<file path="config.mk">
export PLATFORM = sky130hd
export DESIGN_NAME = fpwm_core
export DESIGN_NICKNAME = d
export VERILOG_FILES = /design/src/include/fpwm_pkg.sv /design/src/core/fpwm_core.sv
export SDC_FILE = /design/constraint.sdc
export NUM_CORES = 1
export LEC_CHECK = 0
export BUFFER_PORTS_ARGS = -buffer_cell sky130_fd_sc_hd__clkbuf_2
export CAP_MARGIN = 20
export CORE_MARGIN = 2
export CORE_UTILIZATION = 58
export DETAILED_ROUTE_END_ITERATION = 10
export HOLD_SLACK_MARGIN = 0.15
export PLACE_DENSITY = 0.75
export SETUP_SLACK_MARGIN = 0.02
export SYNTH_ARGS = -nofsm -noshare
export SYNTH_HDL_FRONTEND = slang
export SYNTH_SLANG_ARGS = --single-unit
</file>
<file path="constraint.sdc">
create_clock -name ref_clk -period 13.3 [get_ports ref_clk]
set_clock_uncertainty 0.2 [all_clocks]
set_input_delay 1.995 -clock ref_clk [delete_from_list [all_inputs] [get_ports ref_clk]]
set_output_delay 1.995 -clock ref_clk [all_outputs]
set_load 0.01 [all_outputs]
</file>
<file path="src/include/fpwm_pkg.sv">
// Constants and carrier types of the flyback PWM control core
package fpwm_pkg;

   // ==========================================================
   // Clock and widths
   localparam int unsigned CLK_MHZ = 200;
   localparam int unsigned CLK_KHZ = CLK_MHZ * 1000;
   localparam int unsigned MV_W = 13;
   localparam int unsigned PER_W = 14;

   // ==========================================================
   // Levels in millivolts
   localparam logic [12:0] FB_OFFSET_MV = 13'h0320;  // 800 mV
   localparam logic [12:0] CS_MIN_MV = 13'h00C8;     // 200 mV
   localparam logic [12:0] CS_LIMIT_MV = 13'h0384;   // 900 mV
   localparam logic [12:0] BURST_ENTRY_MV = 13'h04B0; // 1200 mV
   localparam logic [12:0] BURST_STOP_MV = 13'h044C;  // 1100 mV
   localparam logic [12:0] FOLD_ENTRY_MV = 13'h07D0;  // 2000 mV
   localparam logic [12:0] BOOST_ENTRY_MV = 13'h0BB8; // 3000 mV
   localparam logic [12:0] SS_FULL_MV = 13'h1388;     // 5000 mV
   localparam int unsigned SS_STEPS = 16;

   // ==========================================================
   // Switching frequencies in kHz and derived periods
   localparam int unsigned F_NORM_SLOW_KHZ = 65;
   localparam int unsigned F_NORM_FAST_KHZ = 100;
   localparam int unsigned F_MIN_KHZ = 25;
   localparam logic [13:0] PER_NORM_SLOW = 14'(CLK_KHZ / F_NORM_SLOW_KHZ);
   localparam logic [13:0] PER_NORM_FAST = 14'(CLK_KHZ / F_NORM_FAST_KHZ);
   localparam logic [13:0] PER_MIN_F = 14'(CLK_KHZ / F_MIN_KHZ);
   localparam logic [13:0] PER_BOOST_SLOW = 14'(CLK_KHZ / (2 * 65));
   localparam logic [13:0] PER_BOOST_FAST = 14'(CLK_KHZ / (2 * 100));

   // ==========================================================
   // Times and cycle counts
   localparam int unsigned LEB_NS = 250;
   localparam int unsigned LEB_CYC = (LEB_NS * CLK_MHZ + 999) / 1000;
   localparam int unsigned SS_US = 4300;
   localparam int unsigned SS_CYC_DEF = SS_US * CLK_MHZ;
   localparam int unsigned BO_US = 45000;
   localparam int unsigned BO_CYC_DEF = BO_US * CLK_MHZ;
   localparam logic [1:0] OVLO_CYCLES = 2'h3;
   localparam logic [1:0] OVP_CYCLES = 2'h3;
   localparam logic [5:0] TSD_CYCLES = 6'h20;
   localparam logic [3:0] SC_CYCLES = 4'h8;

   // ==========================================================
   // Comparator results from the analog front end
   typedef struct packed {
      logic vdd_above_on;   // above 15.3 V turn-on
      logic vdd_below_off;  // below 9 V turn-off
      logic vdd_above_ovlo; // above 28 V ceiling
      logic flt_below_dis;  // fault_pin below disable_level
      logic flt_below_bo;   // fault_pin below brown-out level
      logic flt_above_ovp;  // above fault_overvoltage_level
      logic flt_below_tsd;  // below fault_overtemp_level
   } fpwm_cmp_t;

   // Status word
   typedef struct packed {
      logic running;
      logic disabled;
      logic brownout;
      logic fault;
      logic burst_stop;
   } fpwm_stat_t;

endpackage

</file>
<file path="src/core/fpwm_core.sv">
// Flyback PWM control law and fault qualification core
`timescale 1ns/10ps
`default_nettype none

// Behaviour
// RULE1: Start above 15.3 V turn-on, run until 9 V, 28 V ceiling.
// RULE2: Peak current threshold confined between 200 mV and 900 mV.
// RULE3: Threshold equals control voltage minus 0.8 V, divided by two.
// RULE4: Current comparison blanked 250 ns after each gate turn-on.
// RULE5: Current above 900 mV during blanking marks a short-circuit pulse.
// RULE6: Fault pin below 0.5 V stops switching in every variant.
// RULE7: Leaving the disabled state happens at once when pin rises.
// RULE8: Brown-out stop only after pin low continuously over 45 ms.
// RULE9: Brown-out recovery resumes switching immediately, no supply restart.
// RULE10: Overvoltage fault after three consecutive cycles above its level.
// RULE11: Overtemperature fault after 32 cycles below 1.0 V.
// RULE12: Brown-out variant sources no pin current at startup.
// RULE13: Control voltage is lower of soft-start ramp and feedback.
// RULE14: Soft-start ramp takes 4.3 ms from start to full value.
// RULE15: Boost region raises frequency, holds threshold at 900 mV.
// RULE16: Normal region fixed frequency, only threshold follows load.
// RULE17: Foldback region lowers frequency and threshold with feedback.
// RULE18: Between 1.1 V and 1.2 V use lowest threshold and frequency.
// RULE19: Below burst stop level cease switching, restart when above.
// RULE20: Undervoltage stops at once; supply overvoltage after three cycles.
// RULE21: Auto-restart retries each startup cycle, faults clear on retry.
// RULE22: Qualification counters clear when their condition drops early.
// RULE23: Gate held low under fault, disable, lockout or burst stop.
module fpwm_core
   import fpwm_pkg::*;
#(
   parameter int unsigned SS_CYCLES = SS_CYC_DEF,
   parameter int unsigned BO_CYCLES = BO_CYC_DEF,
   parameter bit BO_VARIANT = 1'b1,
   parameter bit FAST_VARIANT = 1'b0
) (
   // Clock, reset, enable
   input wire logic ref_clk,
   input wire logic resetn,
   input wire logic ce,
   // Analog front end results, asynchronous
   input wire fpwm_cmp_t cmp_raw,
   input wire logic [MV_W-1:0] feedback_input,
   input wire logic [MV_W-1:0] cs_sense_mv,
   // Power stage and status
   output logic gate_drive_output,
   output logic fault_offset_en,
   output fpwm_stat_t status
);

   // ==========================================================
   // Elaboration checks
   localparam int unsigned SS_STEP_CYC = SS_CYCLES / SS_STEPS;
   generate
      if (SS_STEP_CYC < 1 || SS_STEP_CYC > 24'hFFFFFF) begin : g_bad_ss
         $error("soft-start length out of range");
      end
      if (BO_CYCLES < 1 || BO_CYCLES > 24'hFFFFFE) begin : g_bad_bo
         $error("brown-out length out of range");
      end
   endgenerate

   localparam logic [13:0] PER_NORM =
      FAST_VARIANT ? PER_NORM_FAST : PER_NORM_SLOW;
   localparam logic [13:0] PER_BOOST =
      FAST_VARIANT ? PER_BOOST_FAST : PER_BOOST_SLOW;
   localparam logic [13:0] FOLD_K =
      14'((PER_MIN_F - PER_NORM) / (FOLD_ENTRY_MV - BURST_ENTRY_MV));
   localparam logic [23:0] SS_STEP_N = 24'(SS_STEP_CYC);
   localparam logic [23:0] BO_N = 24'(BO_CYCLES);
   localparam logic [12:0] SS_INC = 13'(SS_FULL_MV / SS_STEPS);
   localparam logic [7:0] LEB_N = 8'(LEB_CYC);

   // ==========================================================
   // Two-flop synchronisers; words assumed slow against the clock
   fpwm_cmp_t cmp_m_q, cmp_s_q;
   logic [MV_W-1:0] fb_m_q, fb_s_q, cs_m_q, cs_s_q;

   always_ff @(posedge ref_clk) begin
      if (!resetn) begin
         cmp_m_q <= '0;
         cmp_s_q <= '0;
         fb_m_q <= '0;
         fb_s_q <= '0;
         cs_m_q <= '0;
         cs_s_q <= '0;
      end else if (ce) begin
         cmp_m_q <= cmp_raw;
         cmp_s_q <= cmp_m_q;
         fb_m_q <= feedback_input;
         fb_s_q <= fb_m_q;
         cs_m_q <= cs_sense_mv;
         cs_s_q <= cs_m_q;
      end
   end

   // ==========================================================
   // State
   logic run_q;
   logic flt_q;
   logic offset_q;
   logic gate_q;
   logic sc_seen_q;
   logic [PER_W-1:0] cnt_q, per_q, dmax_q;
   logic [MV_W-1:0] thr_q, ss_q;
   logic [7:0] leb_q;
   logic [1:0] ovlo_cnt_q, ovp_cnt_q;
   logic [5:0] tsd_cnt_q;
   logic [3:0] sc_cnt_q;
   logic [23:0] bo_cnt_q, ss_div_q;

   // ==========================================================
   // Protection decode
   wire disabled_w = cmp_s_q.flt_below_dis; // RULE6 RULE7
   wire bo_stop_w = BO_VARIANT && (bo_cnt_q > BO_N); // RULE8 RULE9
   wire burst_stop_w = fb_s_q < BURST_STOP_MV; // RULE19
   wire ovp_on_w = !BO_VARIANT && cmp_s_q.flt_above_ovp;
   wire tsd_on_w = !BO_VARIANT && cmp_s_q.flt_below_tsd;
   wire cyc_end_w = (cnt_q >= per_q - 14'h0001);
   // Gate may run only with every stop condition clear
   wire sw_ok_w = run_q && !flt_q && !disabled_w && !bo_stop_w
      && !burst_stop_w; // RULE23
   wire restart_w = !run_q || flt_q; // RULE21

   // Trip points of each qualification counter
   wire ovlo_trip_w = cmp_s_q.vdd_above_ovlo
      && (ovlo_cnt_q == OVLO_CYCLES - 2'h1); // RULE20
   wire ovp_trip_w = ovp_on_w && (ovp_cnt_q == OVP_CYCLES - 2'h1);
   wire tsd_trip_w = tsd_on_w && (tsd_cnt_q == TSD_CYCLES - 6'h01);
   wire sc_trip_w = sc_seen_q && (sc_cnt_q == SC_CYCLES - 4'h1);
   wire any_trip_w = cyc_end_w
      && (ovlo_trip_w || ovp_trip_w || tsd_trip_w || sc_trip_w);

   // ==========================================================
   // Control voltage, region and threshold
   wire [MV_W-1:0] vctrl_w = (ss_q < fb_s_q) ? ss_q : fb_s_q; // RULE13
   wire boost_w = vctrl_w >= BOOST_ENTRY_MV;
   wire fold_w = vctrl_w < FOLD_ENTRY_MV;
   wire lowest_w = vctrl_w < BURST_ENTRY_MV; // RULE18
   wire [MV_W-1:0] raw_thr_w = (vctrl_w > FB_OFFSET_MV) ?
      ((vctrl_w - FB_OFFSET_MV) >> 1) : '0; // RULE3
   wire [MV_W-1:0] clamp_thr_w = (raw_thr_w < CS_MIN_MV) ? CS_MIN_MV :
      (raw_thr_w > CS_LIMIT_MV) ? CS_LIMIT_MV : raw_thr_w; // RULE2
   // Boost pins the limit, the lowest band pins the floor
   wire [MV_W-1:0] thr_d = boost_w ? CS_LIMIT_MV :
      lowest_w ? CS_MIN_MV : clamp_thr_w; // RULE15 RULE18

   // Period rises linearly through foldback down to the 25 kHz floor
   wire [MV_W-1:0] fold_diff_w = FOLD_ENTRY_MV - vctrl_w;
   wire [27:0] fold_per_w = 28'(PER_NORM) + 28'(fold_diff_w) * 28'(FOLD_K);
   wire [PER_W-1:0] fold_cap_w = (fold_per_w > 28'(PER_MIN_F)) ?
      PER_MIN_F : fold_per_w[PER_W-1:0]; // RULE17
   wire [PER_W-1:0] per_d = boost_w ? PER_BOOST : // RULE15
      lowest_w ? PER_MIN_F : // RULE18
      fold_w ? fold_cap_w : PER_NORM; // RULE16
   wire [PER_W-1:0] dmax_d = per_d - PER_W'(per_d / 14'h0005);

   // ==========================================================
   // Pulse termination terms
   wire leb_on_w = leb_q < LEB_N; // RULE4
   wire cs_trip_w = !leb_on_w && (cs_s_q >= thr_q);
   wire sc_pulse_w = gate_q && leb_on_w && (cs_s_q > CS_LIMIT_MV); // RULE5

   // ==========================================================
   // Supply lockout and latched auto-restart fault
   always_ff @(posedge ref_clk) begin
      if (!resetn) begin
         run_q <= 1'b0;
         flt_q <= 1'b0;
         offset_q <= 1'b0;
      end else if (ce) begin
         if (!run_q && cmp_s_q.vdd_above_on)
            run_q <= 1'b1; // RULE1
         else if (cmp_s_q.vdd_below_off)
            run_q <= 1'b0; // RULE1 RULE20
         // Supply collapse is the retry cycle that clears the fault
         if (run_q && any_trip_w)
            flt_q <= 1'b1;
         else if (!run_q)
            flt_q <= 1'b0; // RULE21
         // Offset current only after brown-in, never at startup
         if (!run_q)
            offset_q <= 1'b0; // RULE12
         else if (BO_VARIANT && !cmp_s_q.flt_below_bo)
            offset_q <= 1'b1;
      end
   end

   // ==========================================================
   // Cycle-qualified fault counters, cleared on early release
   always_ff @(posedge ref_clk) begin
      if (!resetn) begin
         ovlo_cnt_q <= '0;
         ovp_cnt_q <= '0;
         tsd_cnt_q <= '0;
         sc_cnt_q <= '0;
      end else if (ce && (restart_w || cyc_end_w)) begin
         if (restart_w) begin
            ovlo_cnt_q <= '0;
            ovp_cnt_q <= '0;
            tsd_cnt_q <= '0;
            sc_cnt_q <= '0;
         end else begin
            ovlo_cnt_q <= cmp_s_q.vdd_above_ovlo ?
               ovlo_cnt_q + 2'h1 : '0; // RULE20 RULE22
            ovp_cnt_q <= ovp_on_w ? ovp_cnt_q + 2'h1 : '0; // RULE10 RULE22
            tsd_cnt_q <= tsd_on_w ? tsd_cnt_q + 6'h01 : '0; // RULE11 RULE22
            sc_cnt_q <= sc_seen_q ? sc_cnt_q + 4'h1 : '0; // RULE22
         end
      end
   end

   // ==========================================================
   // Brown-out timer on the clock; saturates one past the limit
   always_ff @(posedge ref_clk) begin
      if (!resetn)
         bo_cnt_q <= '0;
      else if (ce) begin
         if (!cmp_s_q.flt_below_bo)
            bo_cnt_q <= '0; // RULE9 RULE22
         else if (bo_cnt_q <= BO_N)
            bo_cnt_q <= bo_cnt_q + 24'h000001; // RULE8
      end
   end

   // ==========================================================
   // Stepped ramp, restarted each startup; last step lands on full value
   wire [MV_W-1:0] ss_next_w = (ss_q + SS_INC > SS_FULL_MV - SS_INC) ?
      SS_FULL_MV : ss_q + SS_INC; // RULE14
   always_ff @(posedge ref_clk) begin
      if (!resetn) begin
         ss_q <= '0;
         ss_div_q <= '0;
      end else if (ce) begin
         if (restart_w) begin
            ss_q <= '0;
            ss_div_q <= '0;
         end else if (ss_q < SS_FULL_MV) begin
            if (ss_div_q == SS_STEP_N - 24'h000001) begin
               ss_div_q <= '0;
               ss_q <= ss_next_w; // RULE14
            end else
               ss_div_q <= ss_div_q + 24'h000001;
         end
      end
   end

   // ==========================================================
   // Switching cycle: period counter, gate and blanking
   always_ff @(posedge ref_clk) begin
      if (!resetn) begin
         cnt_q <= '0;
         per_q <= PER_NORM;
         dmax_q <= '0;
         thr_q <= CS_MIN_MV;
         gate_q <= 1'b0;
         leb_q <= '0;
         sc_seen_q <= 1'b0;
      end else if (ce) begin
         if (cyc_end_w) begin
            cnt_q <= '0;
            per_q <= per_d;
            dmax_q <= dmax_d;
            thr_q <= thr_d;
            gate_q <= sw_ok_w && !any_trip_w; // RULE23
            leb_q <= '0;
            sc_seen_q <= 1'b0;
         end else begin
            cnt_q <= cnt_q + 14'h0001;
            if (leb_on_w)
               leb_q <= leb_q + 8'h01;
            if (sc_pulse_w)
               sc_seen_q <= 1'b1; // RULE5
            // Noise inside blanking cannot end the pulse
            if (!sw_ok_w || cs_trip_w || cnt_q >= dmax_q)
               gate_q <= 1'b0; // RULE4 RULE23
         end
      end
   end

   // ==========================================================
   // Registered outputs
   fpwm_stat_t stat_d;
   assign stat_d = '{running: run_q, disabled: disabled_w,
      brownout: bo_stop_w, fault: flt_q, burst_stop: burst_stop_w};
   assign gate_drive_output = gate_q;
   assign fault_offset_en = offset_q;

   always_ff @(posedge ref_clk) begin
      if (!resetn)
         status <= '0;
      else if (ce)
         status <= stat_d;
   end
endmodule

`default_nettype wire

</file>
==> metrics.md, run 1 <==
| Metric | Value |
|---|---|
| TNS Setup | 0 ps |
| Worst-Margin Slew | between 1000 and 1500 ps |
| Non-Filler Instances | 2211 |
| DIE AREA | roughly 0.026 mm² |
| Antenna Cells | 0 |
| Outcome | complete, no violations |
| Final WS setup | slightly above 700 ps |
| Nets | 2003 |
| Met2 wire len | roughly 18 mm |
| Seq cells post-synth | roughly 200 |
| Post-synth ARST share | 0% |
| Reg-to-reg endpoint | dmax_q[12]$_SDFFE_PN0P_ |
| DPL Wire Length | 27.3 mm |
| P&R area growth vs syn | 10.1% |
| Die W | about 160 µm |
| FF-to-FF Start | fb_s_q[10]$_SDFFE_PN0P_ |
| Fmax | roughly 0.080 GHz |
| R2R setup slack | ~720 ps |
| Final ANT Viol Nets | 0 |
| Worst stage delay on the critical path | between 400 and 500 ps |
| Startpoint Class | flop |
| Critical Path AT | approximately 13000 ps |
| Placed inst area | approximately 0.015 mm² |
| Met3 wire length | ~1.3 mm |
| Maximum vdd ir drop | ~0.00009 V |
| Worst Setup EP | dmax_q[12]$_SDFFE_PN0P_ |
| Seq pwr share | 30.9% |
| Vias in the first global route | roughly 12000 |
| Global-route wire length before repair | around 61 mm |
| Final min period | between 10000 and 15000 ps |
| Synth warnings | 0 |
| Routed vias | ~13000 |
| Router iterations before antenna repair | 6 |
| Starting Density | between 50% and 60% |
| DR iter-0 viols | around 960 |
| Max-Slew Margin vs Limit | between 20% and 30% |
| Crit-path most repeated cell | a21o_1 |
| Synth Cell Area | roughly 0.015 mm² |
| Routed length per instance | between 15 and 20 µm |
| Total track usage | roughly 28% |
| Port Buffer Count | 40 |
| Share of the synthesized area in the top cell type | about 27% |
| Num CTS Buffers | 17 |
| WS Path Type | reg2reg |
| Clock share of power | 29.2% |
| TritonCTS clock tree | built |
| Lkg Pwr | ~6.4 nW |
| Core Area | approximately 0.024 mm² |
| Cts hold-fix bufs | 0 |
| Clk_lat worst skew | between 400 and 500 ps |
| Period utilization | a little over nine tenths |
| Placed insts | 2170 |
| Met1 WL | 17.2 mm |
| Antenna violations before repair | 1 |
| Hold Vio Cnt, Final | 0 |
| WL final | around 37 mm |
| Area contributors post-synth | dfxtp_1 27%, ha_1 7.8%, mux2i_1 5.4% |
| Hold WC Path Type | reg2reg |
| CP Capture Type | flop |
| Most frequent cells in the layout | 197 x dfxtp_1, 184 x nand2_1, 160 x nor2_1 |
| Cells on worst reg2reg path | 57 |
| Mapped Avg Cell Area | ~7.9 µm² |
| DR top layer | met5 |
| Gpl congestion | slightly below 1 |
| CP startpoint | fb_s_q[10]$_SDFFE_PN0P_ |
| P_sw | 0.780 mW |
| Combinational Power Share | about two fifths |
| Clk sinks | between 150 and 200 |
| Die height | around 160 µm |
| Pwr dens | around 120 mW/mm² |
| Pin count of the biggest net entering global routing | about 100 |
| Clk buf depth | 2 |
| Row count | between 50 and 60 |
| Syn Inst Count | between 1500 and 2000 |
| Total grt overflow | 0 |
| Seq/Total Area, Yosys | between 20 and 30% |
| Syn nets | about 2000 |
| Setup violators final | 0 |
| Pins Over Slew Limit | 0 |
| Most common cell after layout, fill and taps aside | dfxtp_1 |
| CTS H-Tree Depth | 4 |
| Layout cells sized above 1 | a little over a tenth |
| Num ports | 43 |
| Power Internal | 1.19 mW |
| DRC viols | 0 |
| Worst EP required | around 13000 ps |
| Max-Cap Viols | 0 |
| Post-synth EDFFs | 0 |
| Critical path peak fanout | 11 |
| CTS Root Cell | clkbuf_16 |
| Routed vias/inst | between 5 and 6 |
| Most used DFF post-synth | dfxtp_1 |
| Unique cell type count in the Yosys netlist | between 100 and 150 |
| Slowest library cell on the worst path | or3_1 |
| Place WS | around 440 ps |
| Cell taking the most area after synthesis | dfxtp_1 |
| Switching Share | a little under 40% |
| Clock slew at reported path FFs | around 90 ps |
| Design area | approximately 0.016 mm² |
[flip-flops by register name, indices dropped and copies added (netlist names), 12 cells and up]
register  cells
bo_cnt_q     24
ss_div_q     24
cnt_q        14
dmax_q       14
cs_m_q       13
cs_s_q       13
fb_m_q       13
fb_s_q       13
per_q        13
thr_q        12
[metal layers]
metal,vias up,global-route usage [%]
met2,275,48.3
met4,2,9.69
met3,68,3.17
met5,-,0
li1,6653,-
met1,6264,36.1
[cell families (layout without fill, tap and decap cells)]
logic type,count (synthesis),after routing,share of synthesized area (%)
AOI/OAI and AO/OA,417,417,19.7
other,1,1,0.0258
adders and majority gates,95,95,8.27
and+or+nand+nor,747,747,26.5
muxes,85,85,6.01
xor gates and xnor gates,123,123,7.42
DFF,197,197,27.2
buffers and inverters,175,222,4.94
[repair_timing]
action,4_1_cts,5_1_grt
setup buffers,0,8
setup endpoints to repair,0,2
gates resized for setup,0,20
hold endpoints to repair,0,0
[worst min-delay path by stage]
stage / start / end / slack (ps) / cells past startpoint
2_1_floorplan: thr_q[10]$_SDFFE_PN0P_ / thr_q[10]$_SDFFE_PN0P_ / 220 / 2
3_3_place_gp: thr_q[11]$_SDFFE_PN0P_ / thr_q[11]$_SDFFE_PN0P_ / 230 / 2
3_5_place_dp: thr_q[11]$_SDFFE_PN0P_ / thr_q[11]$_SDFFE_PN0P_ / 240 / 2
4_1_cts: dmax_q[9]$_SDFFE_PN0P_ / dmax_q[9]$_SDFFE_PN0P_ / 260 / 2
5_1_grt: thr_q[10]$_SDFFE_PN0P_ / thr_q[10]$_SDFFE_PN0P_ / 280 / 2
6_report: dmax_q[9]$_SDFFE_PN0P_ / dmax_q[9]$_SDFFE_PN0P_ / 260 / 2
[power groups by stage]
| stage | combinational (mW) | clock (mW) | sequential (mW) |
|---|---|---|---|
| 2_1_floorplan | 0.584 | 0 | 0.620 |
| 3_3_place_gp | 0.733 | 0 | 0.623 |
| 3_5_place_dp | 0.749 | 0 | 0.623 |
| 4_1_cts | 0.753 | 0.584 | 0.609 |
| 5_1_grt | 0.861 | 0.606 | 0.611 |
| 6_report | 0.788 | 0.576 | 0.609 |
[cell usage after synthesis (10+ instances only)]
master    count
a211oi_1     10
a21boi_0     20
a21o_1       19
a21oi_1      95
a31oi_1      19
and2_1       18
and3_1       31
buf_2        12
clkbuf_1     63
dfxtp_1     197
ha_1         91
inv_1        77
mux2i_1      79
nand2_1     184
nand2b_1     18
nand3_1      66
nand4_1      29
nor2_1      161
nor2b_1      98
nor3_1       49
nor4_1       20
o211ai_1     16
o21a_1       11
o21ai_0      82
o21ai_1      13
o22ai_1      11
o31ai_1      14
or3_1        17
xnor2_1      65
xor2_1       58
[through the flow]
step           total power, mW  hold WS (ps)  utilization [%]
2_1_floorplan             1.20           220                -
6_report                  1.97           260             65.3
3_3_place_gp              1.36           232             62.0
4_1_cts                   1.95           262             64.6
3_5_place_dp              1.37           240             62.0
5_1_grt                   2.08           282             65.3
[area by class of cell]
type | instances | area, µm²
clock buffer | 17 | 425
timing repair buffer | 104 | 696
fill | 2124 | 8480
tap | 324 | 405
multi-input combinational | 1468 | 9950
inverter | 86 | 323
clock inverter | 15 | 234
sequential | 197 | 3940
[worst max-delay path, delay by kind of cell (launching register included)]
kind	cells	cell delay [ps]
compound gates	26	5640
xor+xnor	2	420
fa+ha+maj	7	1970
buf+inv	6	850
flops	1	420
mux	2	480
simple gates	14	2460
Power figures use the tool's default switching activity.
==> inputs of run 2 (changes only) <==
- CORE_UTILIZATION: 58 -> 64
- PLACE_DENSITY: 0.75 -> 0.79
- clock period: 13.3 -> 13.92 ns (I/O delays scaled with it)
==> run 2 against run 1 <==
  * Non-clock buffer count fell by 18
  * Largest power group unchanged
  * Highest routed layer is now met4
  * Die area is 9.1% lower
  * Design area fell by 1.7%
  * Sequential share of layout area rose by 0.43 points
  * Global-route usage increased by 2.2 points
==> metrics.md, run 2 (synthesis gave the netlist of run 1 again) <==
| Metric | Value |
|---|---|
| Row count | 55 (-3.5%) |
| Crit-path most repeated cell | a21o_1 |
| Antenna Cells | 0 (unchanged) |
| P_sw | 0.710 mW (-9.0%) |
| Most common cell after layout, fill and taps aside | dfxtp_1 |
| DPL Wire Length | 26.4 mm (-3.2%) |
| Hold WC Path Type | reg2reg |
| Hold Vio Cnt, Final | 0 (unchanged) |
| Hold_sp | thr_q[10]$_SDFFE_PN0P_ |
| TNS Setup | 0 ps (unchanged) |
| Lkg Pwr | 6.24 nW (-1.8%) |
| Combinational Power Share | 39.3% (-0.6 points) |
| Hold Slack | 261 ps (+1.21 ps) |
| Global-route wire length before repair | 60.0 mm (-1.3%) |
| WL final | 36.5 mm (-1.4%) |
| Clock slew at reported path FFs | 80 ps (about the same) |
| Num CTS Buffers | 17 (unchanged) |
| Outcome | complete, no violations |
| Clk buf depth | 2 (unchanged) |
| Seq pwr share | 31.7% (+0.8 points) |
| Clk_lat worst skew | 440 ps (-20 ps) |
| Final ANT Viol Nets | 0 (unchanged) |
| Vias in the first global route | 12422 (-0.12%) |
| Max-Slew Margin vs Limit | 34.3% (+7.2 points) |
| Die height | 155 µm (-4.7%) |
| Critical Path AT | 13210 ps (+490 ps) |
| Maximum vdd ir drop | 0.000103 V (+11%) |
| TritonCTS clock tree | built |
| Die W | 155 µm (-4.7%) |
| CP startpoint | fb_s_q[11]$_SDFFE_PN0P_ |
| DIE AREA | 0.0239 mm² (-9.1%) |
| Critical path peak fanout | 11 (unchanged) |
| Non-Filler Instances | 2154 (-2.6%) |
| Startpoint Class | flop |
| Worst-Margin Slew | 981 ps (-99.1 ps) |
| Layout cells sized above 1 | 9.31% (-1.2 points) |
| Pin count of the biggest net entering global routing | 88 (-10%) |
| Final min period | 13070 ps (+495 ps) |
| Clock share of power | 28.9% (-0.3 points) |
| Cts hold-fix bufs | 0 (unchanged) |
| Slowest library cell on the worst path | or4_1 |
| Pwr dens | 117 mW/mm² (-5.2%) |
| Power Internal | 1.13 mW (-5.4%) |
| Router iterations before antenna repair | 5 (-1) |
| Routed length per instance | 16.9 µm (+1.2%) |
| Most frequent cells in the layout | 196 x dfxtp_1, 184 x nand2_1, 161 x nor2_1 |
| DRC viols | 0 (unchanged) |
| Port Buffer Count | 40 (unchanged) |
| Gpl congestion | 0.981 (+1.7%) |
| CTS H-Tree Depth | 4 (unchanged) |
| Worst EP required | 14060 ps (+620 ps) |
| DR top layer | met4 |
| Routed vias/inst | 6.20 (+3.4%) |
| Setup violators final | 0 (unchanged) |
| Met2 wire len | 17.5 mm (-0.10%) |
| Nets | 1985 (-0.90%) |
| CTS Root Cell | clkbuf_16 |
| Total grt overflow | 0 (unchanged) |
| CP Capture Type | flop |
| P&R area growth vs syn | 8.27% |
| Pins Over Slew Limit | 0 (unchanged) |
| Total track usage | 30.1% (+2.2 points) |
| Routed vias | 13354 (+0.69%) |
| Largest regs | bo_cnt_q (24), ss_div_q (24) |
| Period utilization | 93.9% (-0.66 points) |
| Num ports | 43 (unchanged) |
| Switching Share | 38.6% (-0.93 points) |
| Core Area | 0.0224 mm² (-8.3%) |
| Met3 wire length | 1.70 mm (+36%) |
| FF-to-FF Start | fb_s_q[11]$_SDFFE_PN0P_ |
| Starting Density | 64.7% (+5.4 points) |
| WS Path Type | reg2reg |
| Met1 WL | 16.0 mm (-6.7%) |
| Clk sinks | 197 (unchanged) |
| Core Util, Final | 70.0% (+4.7 points) |
| Placed insts | 2116 (-2.5%) |
| Worst stage delay on the critical path | 570 ps (+100 ps) |
| Fmax | 0.0765 GHz (-3.8%) |
| DR iter-0 viols | 1253 (+31%) |
| Max-Cap Viols | 0 (unchanged) |
| Antenna violations before repair | 0 (-1) |
[run 2: cell type report]
| type | instances | area [µm²] |
|---|---|---|
| Clock buffer | 18 | 439 |
| Multi-Input combinational cell | 1468 | 9900 |
| Fill cell | 1859 | 6720 |
| Tap cell | 285 | 357 |
| Clock inverter | 14 | 194 |
| Timing Repair Buffer | 86 | 551 |
| Sequential cell | 197 | 3950 |
| Inverter | 86 | 323 |
[run 2: through the flow]
step	area, µm²	worst slack [ps]	total power [mW]
finish	15700	847	1.84
floorplan	14500	1070	1.15
CTS	15600	386	1.82
global route	15700	-12.2	1.94
global placement	15000	682	1.27
detailed placement	15000	498	1.29
[run 2: power by group through the flow]
stage | sequential [mW] | combinational [mW] | clock, mW
2_1_floorplan | 0.593 | 0.558 | 0
3_3_place_gp | 0.596 | 0.676 | 0
3_5_place_dp | 0.596 | 0.689 | 0
4_1_cts | 0.583 | 0.696 | 0.537
5_1_grt | 0.585 | 0.794 | 0.559
6_report | 0.583 | 0.723 | 0.532
[run 2: what timing repair did]
action / in CTS / in global routing
resized for setup: 0 / 10
setup endpoints to repair: 0 / 3
setup buffers: 0 / 6
endpoints found under the hold margin: 0 / 0
[run 2: worst paths after layout]
check        cells after the start  slack, ps                       to
max reg2reg                     55        850  dmax_q[12]$_SDFFE_PN0P_
min reg2reg                      2        260   thr_q[10]$_SDFFE_PN0P_
max                             55        850  dmax_q[12]$_SDFFE_PN0P_
min                              2        260   thr_q[10]$_SDFFE_PN0P_
[run 2: metal layers]
layer | global-route usage (%) | vias up
met2 | 52.0 | 377
met5 | 0 | -
met1 | 38.3 | 6270
met4 | 11.9 | 0
li1 | - | 6618
met3 | 3.81 | 89
[run 2: worst max-delay path, delay by kind of cell (launching register included)]
| family | cells | cell delay [ps] |
|---|---|---|
| compound gates | 27 | 5870 |
| flops | 1 | 470 |
| mux | 2 | 620 |
| simple gates | 11 | 2380 |
| xor+xnor | 2 | 330 |
| fa+ha+maj | 7 | 2200 |
| buf+inv | 6 | 810 |
